<file path="src/include/dot_mac_map.vh">
// Opcode fields, operation codes and reset values of the dot-product unit
`ifndef DOT_MAC_MAP_VH
`define DOT_MAC_MAP_VH

// Instruction word field positions
`define MAJOR_HI 31
`define MAJOR_LO 26
`define SECOND_HI 25
`define SECOND_LO 21
`define FIRST_HI 20
`define FIRST_LO 16
`define ACC_SEL_HI 15
`define ACC_SEL_LO 14
`define EXT_HI 13
`define EXT_LO 6
`define MINOR_HI 5
`define MINOR_LO 0

// Group codes
`define MAJOR_OPCODE_GROUP 6'h00
`define MINOR_OPCODE_GROUP 6'h3c

// Extension codes
`define EXT_UNSIGNED_UPPER 8'h82
`define EXT_UNSIGNED_LOWER 8'hc2
`define EXT_CROSS_HALF 8'h42
`define EXT_SUB_HALF 8'h12

// Reset values
`define ACC_WORD_RESET 32'h00000000
`define OUFLAG_RESET 4'h0

`endif

</file>
<file path="src/hdl/dot_product_mac_unit.v">
// Dot-product multiply-accumulate datapath with four accumulators
`timescale 1ns/1ps
`include "dot_mac_map.vh"

module dot_product_mac_unit #(
    parameter ACC_COUNT = 4,
    parameter SEL_W = 2
) (
    // Clock and reset
    input wire ref_clk,
    input wire rst_n,
    // Instruction issue
    input wire instr_valid,
    input wire [31:0] instr_word,
    input wire [31:0] first_source_reg,
    input wire [31:0] second_source_reg,
    // Extension state
    input wire ext_present,
    input wire ext_enabled,
    // Accumulator write port
    input wire acc_wr_en,
    input wire [SEL_W-1:0] acc_wr_sel,
    input wire [31:0] acc_wr_high,
    input wire [31:0] acc_wr_low,
    // Accumulator read port
    input wire [SEL_W-1:0] acc_rd_sel,
    output reg [31:0] acc_rd_high_r,
    output reg [31:0] acc_rd_low_r,
    // Overflow flag field port
    input wire ouflag_wr_en,
    input wire [3:0] ouflag_wr_data,
    output reg [3:0] ouflag_r,
    // Completion and faults
    output reg done_r,
    output reg reserved_exc_r,
    output reg disabled_exc_r,
    output reg [31:0] result_high_r,
    output reg [31:0] result_low_r
);

    // Unsigned byte product, 16 bits
    function [15:0] mul_u8;
        input [7:0] a;
        input [7:0] b;
        begin
            mul_u8 = a * b;
        end
    endfunction

    // Signed halfword product, 32 bits
    function [31:0] mul_s16;
        input [15:0] a;
        input [15:0] b;
        reg signed [31:0] sa;
        reg signed [31:0] sb;
        begin
            sa = {{16{a[15]}}, a};
            sb = {{16{b[15]}}, b};
            mul_s16 = sa * sb;
        end
    endfunction

    // Sign-extended sum of two word products
    function [63:0] sum_s32;
        input [31:0] p;
        input [31:0] q;
        reg [32:0] s;
        begin
            s = {p[31], p} + {q[31], q};
            sum_s32 = {{31{s[32]}}, s};
        end
    endfunction

    // Accumulator storage
    reg [31:0] acc_high_word [0:ACC_COUNT-1];
    reg [31:0] acc_low_word [0:ACC_COUNT-1];

    // Instruction fields
    wire [5:0] major_opcode_group;
    wire [5:0] minor_opcode_group;
    wire [7:0] ext_code;
    wire [SEL_W-1:0] accumulator_select;
    assign major_opcode_group = instr_word[`MAJOR_HI:`MAJOR_LO];
    assign minor_opcode_group = instr_word[`MINOR_HI:`MINOR_LO];
    assign ext_code = instr_word[`EXT_HI:`EXT_LO];
    assign accumulator_select =
        instr_word[`ACC_SEL_HI:`ACC_SEL_LO];

    // Operation decode
    wire group_hit;
    wire dot_acc_unsigned_upper_bytes;
    wire dot_acc_unsigned_lower_bytes;
    wire cross_dot_acc_halfwords;
    wire dot_sub_halfwords;
    wire op_claim;
    assign group_hit = instr_valid &&
        (major_opcode_group == `MAJOR_OPCODE_GROUP) &&
        (minor_opcode_group == `MINOR_OPCODE_GROUP);
    assign dot_acc_unsigned_upper_bytes =
        (ext_code == `EXT_UNSIGNED_UPPER);
    assign dot_acc_unsigned_lower_bytes =
        (ext_code == `EXT_UNSIGNED_LOWER);
    assign cross_dot_acc_halfwords =
        (ext_code == `EXT_CROSS_HALF);
    assign dot_sub_halfwords =
        (ext_code == `EXT_SUB_HALF);
    assign op_claim = group_hit &&
        (dot_acc_unsigned_upper_bytes ||
         dot_acc_unsigned_lower_bytes ||
         cross_dot_acc_halfwords ||
         dot_sub_halfwords);

    // Fault classification
    wire fault_reserved;
    wire fault_disabled;
    wire commit;
    assign fault_reserved = op_claim && !ext_present;
    assign fault_disabled =
        op_claim && ext_present && !ext_enabled;
    assign commit = op_claim && ext_present && ext_enabled;

    // Operand halfword lanes
    wire [15:0] first_upper_half;
    wire [15:0] first_lower_half;
    wire [15:0] second_upper_half;
    wire [15:0] second_lower_half;
    assign first_upper_half = first_source_reg[31:16];
    assign first_lower_half = first_source_reg[15:0];
    assign second_upper_half = second_source_reg[31:16];
    assign second_lower_half = second_source_reg[15:0];

    // Byte lanes of the chosen pair: upper pair or lower pair
    wire [7:0] first_byte_b;
    wire [7:0] first_byte_a;
    wire [7:0] second_byte_b;
    wire [7:0] second_byte_a;
    assign first_byte_b = dot_acc_unsigned_upper_bytes ?
        first_source_reg[31:24] : first_source_reg[15:8];
    assign first_byte_a = dot_acc_unsigned_upper_bytes ?
        first_source_reg[23:16] : first_source_reg[7:0];
    assign second_byte_b = dot_acc_unsigned_upper_bytes ?
        second_source_reg[31:24] : second_source_reg[15:8];
    assign second_byte_a = dot_acc_unsigned_upper_bytes ?
        second_source_reg[23:16] : second_source_reg[7:0];

    // Byte lane products, unsigned
    wire [15:0] byte_prod_b;
    wire [15:0] byte_prod_a;
    assign byte_prod_b = mul_u8(first_byte_b, second_byte_b);
    assign byte_prod_a = mul_u8(first_byte_a, second_byte_a);

    // Halfword products: cross and straight pairing
    wire [31:0] cross_prod_b;
    wire [31:0] cross_prod_a;
    wire [31:0] straight_prod_b;
    wire [31:0] straight_prod_a;
    assign cross_prod_b =
        mul_s16(first_upper_half, second_lower_half);
    assign cross_prod_a =
        mul_s16(first_lower_half, second_upper_half);
    assign straight_prod_b =
        mul_s16(first_upper_half, second_upper_half);
    assign straight_prod_a =
        mul_s16(first_lower_half, second_lower_half);

    // Dot-product terms widened to 64 bits
    wire [63:0] byte_dot;
    wire [63:0] cross_dot;
    wire [63:0] straight_dot;
    assign byte_dot = {48'h000000000000, byte_prod_b} +
        {48'h000000000000, byte_prod_a};
    assign cross_dot = sum_s32(cross_prod_b, cross_prod_a);
    assign straight_dot =
        sum_s32(straight_prod_b, straight_prod_a);

    // Selected accumulator as one 64-bit value
    wire [63:0] acc_cur;
    assign acc_cur = {acc_high_word[accumulator_select],
        acc_low_word[accumulator_select]};

    // Candidate sums; all wrap modulo 2^64 without a trap
    wire [63:0] acc_plus_byte;
    wire [63:0] acc_plus_cross;
    wire [63:0] acc_minus_straight;
    assign acc_plus_byte = acc_cur + byte_dot;
    assign acc_plus_cross = acc_cur + cross_dot;
    assign acc_minus_straight = acc_cur - straight_dot;

    // New accumulator value of the decoded form
    reg [63:0] acc_nxt;
    always @* begin
        acc_nxt = acc_cur;
        if (dot_sub_halfwords) begin
            acc_nxt = acc_minus_straight;
        end else if (cross_dot_acc_halfwords) begin
            acc_nxt = acc_plus_cross;
        end else if (dot_acc_unsigned_upper_bytes ||
            dot_acc_unsigned_lower_bytes) begin
            acc_nxt = acc_plus_byte;
        end
    end

    // Halves of the new value; upper bits to the high word
    wire [31:0] new_high_word;
    wire [31:0] new_low_word;
    assign new_high_word = acc_nxt[63:32];
    assign new_low_word = acc_nxt[31:0];

    // High words; an instruction wins over the write port
    integer i;
    always @(posedge ref_clk or negedge rst_n) begin
        if (!rst_n) begin
            for (i = 0; i < ACC_COUNT; i = i + 1) begin
                acc_high_word[i] <= `ACC_WORD_RESET;
            end
        end else begin
            if (acc_wr_en) begin
                acc_high_word[acc_wr_sel] <= acc_wr_high;
            end
            if (commit) begin
                acc_high_word[accumulator_select] <= new_high_word;
            end
        end
    end

    // Low words; same priority as the high words
    integer j;
    always @(posedge ref_clk or negedge rst_n) begin
        if (!rst_n) begin
            for (j = 0; j < ACC_COUNT; j = j + 1) begin
                acc_low_word[j] <= `ACC_WORD_RESET;
            end
        end else begin
            if (acc_wr_en) begin
                acc_low_word[acc_wr_sel] <= acc_wr_low;
            end
            if (commit) begin
                acc_low_word[accumulator_select] <= new_low_word;
            end
        end
    end

    // Overflow flags: only the port writes them
    always @(posedge ref_clk or negedge rst_n) begin
        if (!rst_n) begin
            ouflag_r <= `OUFLAG_RESET;
        end else if (ouflag_wr_en) begin
            ouflag_r <= ouflag_wr_data;
        end
    end

    // Answer pulses: exactly one per decoded instruction
    always @(posedge ref_clk or negedge rst_n) begin
        if (!rst_n) begin
            done_r <= 1'h0;
            reserved_exc_r <= 1'h0;
            disabled_exc_r <= 1'h0;
        end else begin
            done_r <= commit;
            reserved_exc_r <= fault_reserved;
            disabled_exc_r <= fault_disabled;
        end
    end

    // Result of the last committed instruction
    always @(posedge ref_clk or negedge rst_n) begin
        if (!rst_n) begin
            result_high_r <= `ACC_WORD_RESET;
            result_low_r <= `ACC_WORD_RESET;
        end else if (commit) begin
            result_high_r <= new_high_word;
            result_low_r <= new_low_word;
        end
    end

    // Registered read of any accumulator
    always @(posedge ref_clk or negedge rst_n) begin
        if (!rst_n) begin
            acc_rd_high_r <= `ACC_WORD_RESET;
            acc_rd_low_r <= `ACC_WORD_RESET;
        end else begin
            acc_rd_high_r <= acc_high_word[acc_rd_sel];
            acc_rd_low_r <= acc_low_word[acc_rd_sel];
        end
    end

endmodule

</file>
<file path="config.mk">
export PLATFORM = sky130hd
export DESIGN_NAME = dot_product_mac_unit
export DESIGN_NICKNAME = d
export VERILOG_FILES = /design/src/hdl/dot_product_mac_unit.v
export VERILOG_INCLUDE_DIRS = /design/src /design/src/include
export SDC_FILE = /design/constraint.sdc
export NUM_CORES = 2
export LEC_CHECK = 0
export BUFFER_PORTS_ARGS = -buffer_cell sky130_fd_sc_hd__buf_2
export CORE_MARGIN = 4
export CORE_UTILIZATION = 35
export DETAILED_ROUTE_END_ITERATION = 6
export MAX_ROUTING_LAYER = met4
export PLACE_DENSITY = 0.62
export SLEW_MARGIN = 20
export SYNTH_ARGS = -nofsm -noshare
export SYNTH_HDL_FRONTEND = slang
export SYNTH_SLANG_ARGS = --single-unit
</file>
<file path="constraint.sdc">
create_clock -name ref_clk -period 7.4 [get_ports ref_clk]
set_clock_uncertainty 0.2 [all_clocks]
set_input_delay 0.74 -clock ref_clk [delete_from_list [all_inputs] [get_ports ref_clk]]
set_output_delay 0.74 -clock ref_clk [all_outputs]
set_load 0.02 [all_outputs]
</file>
# Word level (Yosys, flattened, before mapping)

Cells that the tools add are included.

Flip-flop bits (word level): 391
Input bits: 175
Output and inout port bits: 135

Add/subtract/negate cells: 6
$mul: 6
Magnitude comparators: 5
Eq/ne operators: 5
Mux-type cells: 31
Bitwise logic cells: 3
Reduce and logical (&&, ||, !) cells: 15

Operators by type and width:

| cell                 | number |
|---|---|
| $bwmux W128          | 4 |
| $mux W128            | 4 |
| $mux W32             | 10 |
| $bmux W32 S2         | 4 |
| $mux W64             | 3 |
| $demux W32 S2        | 2 |
| $mul A16 B16 Y32     | 4 |
| $add A32 B32 Y33     | 2 |
| $add A64 B17 Y64     | 1 |
| $add A64 B64 Y64     | 1 |
| $sub A64 B64 Y64     | 1 |
| $mul A8 B8 Y16       | 2 |
| $mux W8              | 4 |
| $add A16 B16 Y17     | 1 |
| $eq A8 B8 Y1 const B | 2 |
| $ge A3 B3 Y1 const B | 3 |
| $logic_and A1 B1 Y1  | 9 |
| $not A2 Y3           | 3 |
| $eq A8 B5 Y1 const B | 1 |
| $eq A8 B7 Y1 const B | 1 |
| $eq A6 B6 Y1 const B | 1 |
| $logic_not A6 Y1     | 1 |
| $lt A3 B1 Y1 const B | 2 |
| $logic_or A1 B1 Y1   | 3 |
| $logic_not A1 Y1     | 2 |

# Depth between registers and ports, before layout

Depth in word-level cells: 10
Mapped depth: 45

# Worst setup path before layout

Ideal clock, no wire load.

Kind: input port to flip-flop
Start: in second_source_reg[23]
End: reg result_high_r[26]
Library setup time: 0.067 ns
Data arrival time: 11.631 ns
Setup slack: -4.498 ns
Cell stages on the path: 40
Cell sequence: clkbuf_1 -> clkbuf_1 -> clkbuf_1 -> nand2_1 -> fa_1 -> inv_1 -> fa_1 -> inv_1 -> fa_1 -> inv_1 -> fa_1 -> fa_1 -> fa_1 -> fa_1 -> inv_1 -> fa_1 -> inv_1 -> ha_1 -> [4 not listed] -> a31oi_1 -> a311oi_1 -> a221oi_1 -> xnor2_1 -> ha_1 -> clkbuf_1 -> a21o_1 -> a21o_1 -> a21o_1 -> a21o_1 -> a21o_1 -> a31oi_1 -> a21oi_4 -> a41oi_2 -> o31ai_2 -> xnor2_1 -> a221oi_2 -> mux2_1

Cells in the longest elaborated chain, start to end: 7

Ends and longest elaborated chain:

| what                                                     | line                       | source |
|---|---|---|
| start, declared                                          | dot_product_mac_unit.v:16  | `input wire [31:0] second_source_reg,` |
| branches (longest 6 deep; another with $add A64 B64 Y64) | --                         |  |
| $mux W64 *                                               | dot_product_mac_unit.v:193 | `if (dot_sub_halfwords) begin` |
| end signal, assigned                                     | dot_product_mac_unit.v:268 | `` result_high_r <= `ACC_WORD_RESET; `` |
| end signal, assigned                                     | dot_product_mac_unit.v:271 | `result_high_r <= new_high_word;` |
| end, declared                                            | dot_product_mac_unit.v:37  | `output reg [31:0] result_high_r,` |

Mark *: on every way between the ends.
A chain may end at the register's enable or synchronous reset.

# Final worst setup path

Start: in second_source_reg[5]
End: reg acc_high_word[14] (netlist bit)

Cells in the longest elaborated chain, start to end: 9

Ends and longest elaborated chain:

| what                                                     | line                       | source |
|---|---|---|
| branches (longest 6 deep; another with $add A64 B64 Y64) | --                         |  |
| $mux W64 *                                               | dot_product_mac_unit.v:193 |  |
| $bwmux W128 *                                            | dot_product_mac_unit.v:221 | `acc_high_word[accumulator_select] <= new_high_word;` |
| $mux W128 *                                              | dot_product_mac_unit.v:220 | `if (commit) begin` |
| end signal, assigned by index                            | dot_product_mac_unit.v:214 | `` acc_high_word[i] <= `ACC_WORD_RESET; `` |
| end signal, assigned by index                            | dot_product_mac_unit.v:218 | `acc_high_word[acc_wr_sel] <= acc_wr_high;` |
| end signal, assigned by index                            | dot_product_mac_unit.v:221 |  |
| end, declared                                            | dot_product_mac_unit.v:75  | `reg [31:0] acc_high_word [0:ACC_COUNT-1];` |

Marked as above.

==> parameters.txt <==
Parameter                              Value

Job
  Count of maximum capacitance violations ... 0

Worst setup path
  Arr. time, crit path ... 10.61 ns
  CP Capture Type ... flop
  Cell repeated most along the worst path ... sky130_fd_sc_hd__buf_6
  Critical path peak fanout ... 8
  Crit path required time ... approximately 7.6 ns
  Type of the worst setup path ... primary input to flop
  Top cell family by delay on the critical path ... adder cells
  Largest stage delay on the critical path ... 0.70 ns
  Count of buffer and inverter cells on the critical path ... 18
  Type of origin of the critical path ... primary input
  Slowest library cell on the worst path ... sky130_fd_sc_hd__fa_2

STA
  Fmax ... between 90 and 100 MHz
  Period Utilization, post-route ... 140%
  Number of slew-limit violations in the final report ... 0
  Least-Margin Pin Slew ... about 1.2 ns
  Final Worst Setup Slack ... -2.99 ns
  Final hold viol count ... 0
  # setup viols final ... 280
  Post-layout minimum cycle time ... between 10 and 15 ns
  Worst rel slew slack ... ~19%
  Unrepaired setup endpoints after global routing ... true

Finish
  Net count of the finished layout ... 11,400
  Fraction of layout cells with a size suffix above 1 ... a little under a third
  Area overhead of the layout relative to synthesis ... 30.5%
  Final standard cell count with taps included and fillers excluded ... 12,300

Yosys
  Post-synth EDFFs ... 0
  Number of flip-flops and latches in the synthesized netlist ... 391
  Avg Cell Area, Syn ... 9.23 µm²
  Synthesized net count ... 9,999
  Part of the Yosys area used for sequential elements ... about an eighth
  Netlist area before placement ... 74,300 µm²
  Post-synthesis async set-or-reset flop share ... 100%
  Synthesized instance count ... around 8,000
  Top flip-flop cell by instance count after synthesis ... sky130_fd_sc_hd__dfrtp_1
  Distinct cell type count after synthesis ... 90
  Yosys synthesis warning count ... 0

CTS
  Hold Buf Count CTS ... 0
  Clock H-tree levels ... 2
  Total CTS buffers ... 39
  Clock buffer depth ... 3
  TritonCTS clock tree ... done
  Clock slew seen by the registers of the worst setup and hold paths ... 0.06 ns
  CTS Root Cell ... sky130_fd_sc_hd__clkbuf_16
  Clk_lat worst skew ... ~0.57 ns
  Number of sinks handled by clock tree synthesis ... 391

Die
  Total Die Area ... 220,000 µm²
  Chip Width ... 469 µm
  Std-Cell Core Area ... 210,000 µm²
  Die span in y ... 469 µm
  Count of pins on the block boundary ... between 300 and 400
  Std cell rows ... between 150 and 200
  Effective utilization at floorplan ... 35.3%

Placed design
  Placed cell count ... around 12,000
  Gp weighted congestion ... 0.957
  Post-detail-place hpwl ... 226,000 µm
  Port Buf Inserts ... 299

GRT
  Layer with the highest usage after global routing ... met2
  Aggregate global-route resource usage ... 25.6%
  Maximum number of pins on one net before global-route repair ... 184
  Overflow left after global routing ... 0
  Number of global-route vias before repair ... between 60,000 and 70,000
  Met2 layer usage reported by global route ... 39.5%
  Global-route met1 utilization ... 35.0%
  Wire length of the first global-routing pass ... between 400,000 and 500,000 µm
  Initial antenna violation count ... 32
  Global routing met3 resource utilization ... approximately 4.0%

Routing
  1st-pass router iterations ... 6
  Routed Antenna Nets ... 0
  # DRC ... 0
  Via count ... 64,400
  Per-cell routed wire length ... 22.7 µm
  Via density ... 5.22
  Detailed-route wire length ... 279,000 µm
  Initial detailed-routing violation count ... 4,869

Status
  Result of the run ... finished with violations
  Violated checks ... setup timing

Hold path
  Hold crit path type ... primary input to async pin
-- kinds of logic (layout without fill, tap and decap cells) --
kind of cell	count (synthesis)	in the layout	share of synthesized area [%]
flops	391	391	13.2
other cells	0	29	0
xor+xnor	253	253	2.98
simple gates	2087	2087	13.4
buf+inv	1902	3352	9.73
mux	361	361	7.37
compound gates	1266	1266	10.4
fa+ha+maj	1782	1782	43.0
-- path summary, 6_finish.rpt --
kind | from | to | slack [ns] | cells past startpoint
setup / recovery | second_source_reg[5] | acc_high_word[14] | -2.99 | 45
hold / removal | rst_n | acc_high_word[15] | 0.09 | 1
setup reg to reg | acc_low_word[4] | acc_low_word[83] | 0.72 | 21
hold reg to reg | result_high_r[5] | result_high_r[5] | 0.28 | 2
max in group asynchronous | rst_n | result_low_r[12] | 5.30 | 3
min in group ref_clk | ext_enabled | disabled_exc_r | 0.17 | 2
-- state kept, by name, indices dropped and copies added (netlist names) --
signal,flops
done_r,1
result_low_r,32
reserved_exc_r,1
acc_high_word,128
disabled_exc_r,1
result_high_r,32
ouflag_r,4
acc_rd_high_r,32
acc_low_word,128
acc_rd_low_r,32
-- cell usage after synthesis, types with 6 or more instances --
| master | instances | area, µm² |
|---|---|---|
| sky130_fd_sc_hd__nand2_1 | 782 | 2940 |
| sky130_fd_sc_hd__a211o_1 | 6 | 52.6 |
| sky130_fd_sc_hd__nand2b_1 | 55 | 344 |
| sky130_fd_sc_hd__inv_1 | 1456 | 5470 |
| sky130_fd_sc_hd__o211ai_1 | 25 | 188 |
| sky130_fd_sc_hd__o31ai_1 | 14 | 105 |
| sky130_fd_sc_hd__and4_1 | 12 | 105 |
| sky130_fd_sc_hd__a31oi_1 | 62 | 388 |
| sky130_fd_sc_hd__nor2b_1 | 81 | 507 |
| sky130_fd_sc_hd__mux2_2 | 205 | 2310 |
| sky130_fd_sc_hd__ha_1 | 500 | 6260 |
| sky130_fd_sc_hd__mux2i_1 | 27 | 270 |
| sky130_fd_sc_hd__buf_1 | 24 | 90.1 |
| sky130_fd_sc_hd__o21ai_0 | 223 | 1120 |
| sky130_fd_sc_hd__nand3_1 | 99 | 495 |
| sky130_fd_sc_hd__nor2_1 | 432 | 1620 |
| sky130_fd_sc_hd__o22ai_1 | 9 | 56.3 |
| sky130_fd_sc_hd__nand4_1 | 42 | 263 |
| sky130_fd_sc_hd__o21bai_1 | 38 | 285 |
| sky130_fd_sc_hd__or3_1 | 18 | 113 |
| sky130_fd_sc_hd__dfrtp_1 | 391 | 9780 |
| sky130_fd_sc_hd__a21oi_1 | 533 | 2670 |
| sky130_fd_sc_hd__clkbuf_1 | 376 | 1410 |
| sky130_fd_sc_hd__buf_2 | 38 | 190 |
| sky130_fd_sc_hd__xor2_1 | 95 | 832 |
| sky130_fd_sc_hd__nor4_1 | 9 | 56.3 |
| sky130_fd_sc_hd__and2_1 | 438 | 2740 |
| sky130_fd_sc_hd__or2_2 | 11 | 68.8 |
| sky130_fd_sc_hd__nor3_1 | 35 | 175 |
| sky130_fd_sc_hd__fa_1 | 1282 | 25700 |
| sky130_fd_sc_hd__a221o_1 | 7 | 70.1 |
| sky130_fd_sc_hd__o21a_1 | 31 | 233 |
| sky130_fd_sc_hd__a211oi_1 | 102 | 766 |
| sky130_fd_sc_hd__and3_1 | 45 | 282 |
| sky130_fd_sc_hd__nand3b_1 | 6 | 45.0 |
| sky130_fd_sc_hd__a21o_1 | 125 | 938 |
| sky130_fd_sc_hd__mux4_2 | 128 | 2880 |
| sky130_fd_sc_hd__xnor2_1 | 158 | 1380 |
| sky130_fd_sc_hd__a21boi_0 | 15 | 113 |
-- placed cells by master (no fill, tap or decap), types with 53 or more instances in the layout --
cell type	count
sky130_fd_sc_hd__inv_1	1411
sky130_fd_sc_hd__clkbuf_16	53
sky130_fd_sc_hd__ha_4	63
sky130_fd_sc_hd__fa_1	1234
sky130_fd_sc_hd__ha_1	432
sky130_fd_sc_hd__mux4_2	128
sky130_fd_sc_hd__buf_6	134
sky130_fd_sc_hd__buf_12	110
sky130_fd_sc_hd__xnor2_1	143
sky130_fd_sc_hd__a211oi_1	79
sky130_fd_sc_hd__a21oi_2	174
sky130_fd_sc_hd__buf_4	1300
sky130_fd_sc_hd__dfrtp_1	391
sky130_fd_sc_hd__o21ai_0	134
sky130_fd_sc_hd__a21o_1	121
sky130_fd_sc_hd__buf_2	241
sky130_fd_sc_hd__mux2_2	201
sky130_fd_sc_hd__and2_1	406
sky130_fd_sc_hd__nor2b_1	75
sky130_fd_sc_hd__nand2_1	744
sky130_fd_sc_hd__nand3_1	84
sky130_fd_sc_hd__xor2_1	80
sky130_fd_sc_hd__a21oi_1	340
sky130_fd_sc_hd__nor2_1	416
-- metrics by stage --
step	setup WS, ns	util, %	hold slack [ns]	TNS [ns]	instance area [µm²]
after floorplan	-2.84	-	0.244	-480.24	76600
after global placement	-4.02	42.9	0.256	-875.58	90300
after detailed placement	-4.04	42.9	0.257	-885.00	90300
after CTS	-3.00	44.3	0.133	-642.37	93200
after global routing	-3.34	46.1	0.179	-714.58	96900
final	-2.99	46.1	0.0897	-632.44	96900
-- area by class of cell --
cell class | count | area [µm²]
fill | 19800 | 113000
multi-input combinational | 5749 | 61300
timing repair buffer | 1823 | 15400
sequential | 391 | 9780
inverter | 1457 | 5480
tap | 2805 | 3510
clock buffer | 59 | 1190
clock inverter | 13 | 168
antenna | 29 | 72.6
-- routing by layer --
| layer | share of wire, % | vias to the layer above |
|---|---|---|
| met4 | 4.0 | 0 |
| met5 | 0 | - |
| met3 | 8.2 | 466 |
| li1 | - | 28400 |
| met2 | 45 | 2509 |
| met1 | 43 | 33000 |
-- timing repair --
action / CTS / global route
pin swaps: 134 / 297
setup endpoints to repair: 281 / 289
setup buffers: 59 / 96
hold endpoints to repair: 0 / 0
gates cloned: 4 / 14
gates resized for setup: 236 / 619
Power is left out: the tool's default activity adds up to more than one toggle a clock period on the data nets, which glitch-free logic cannot reach.
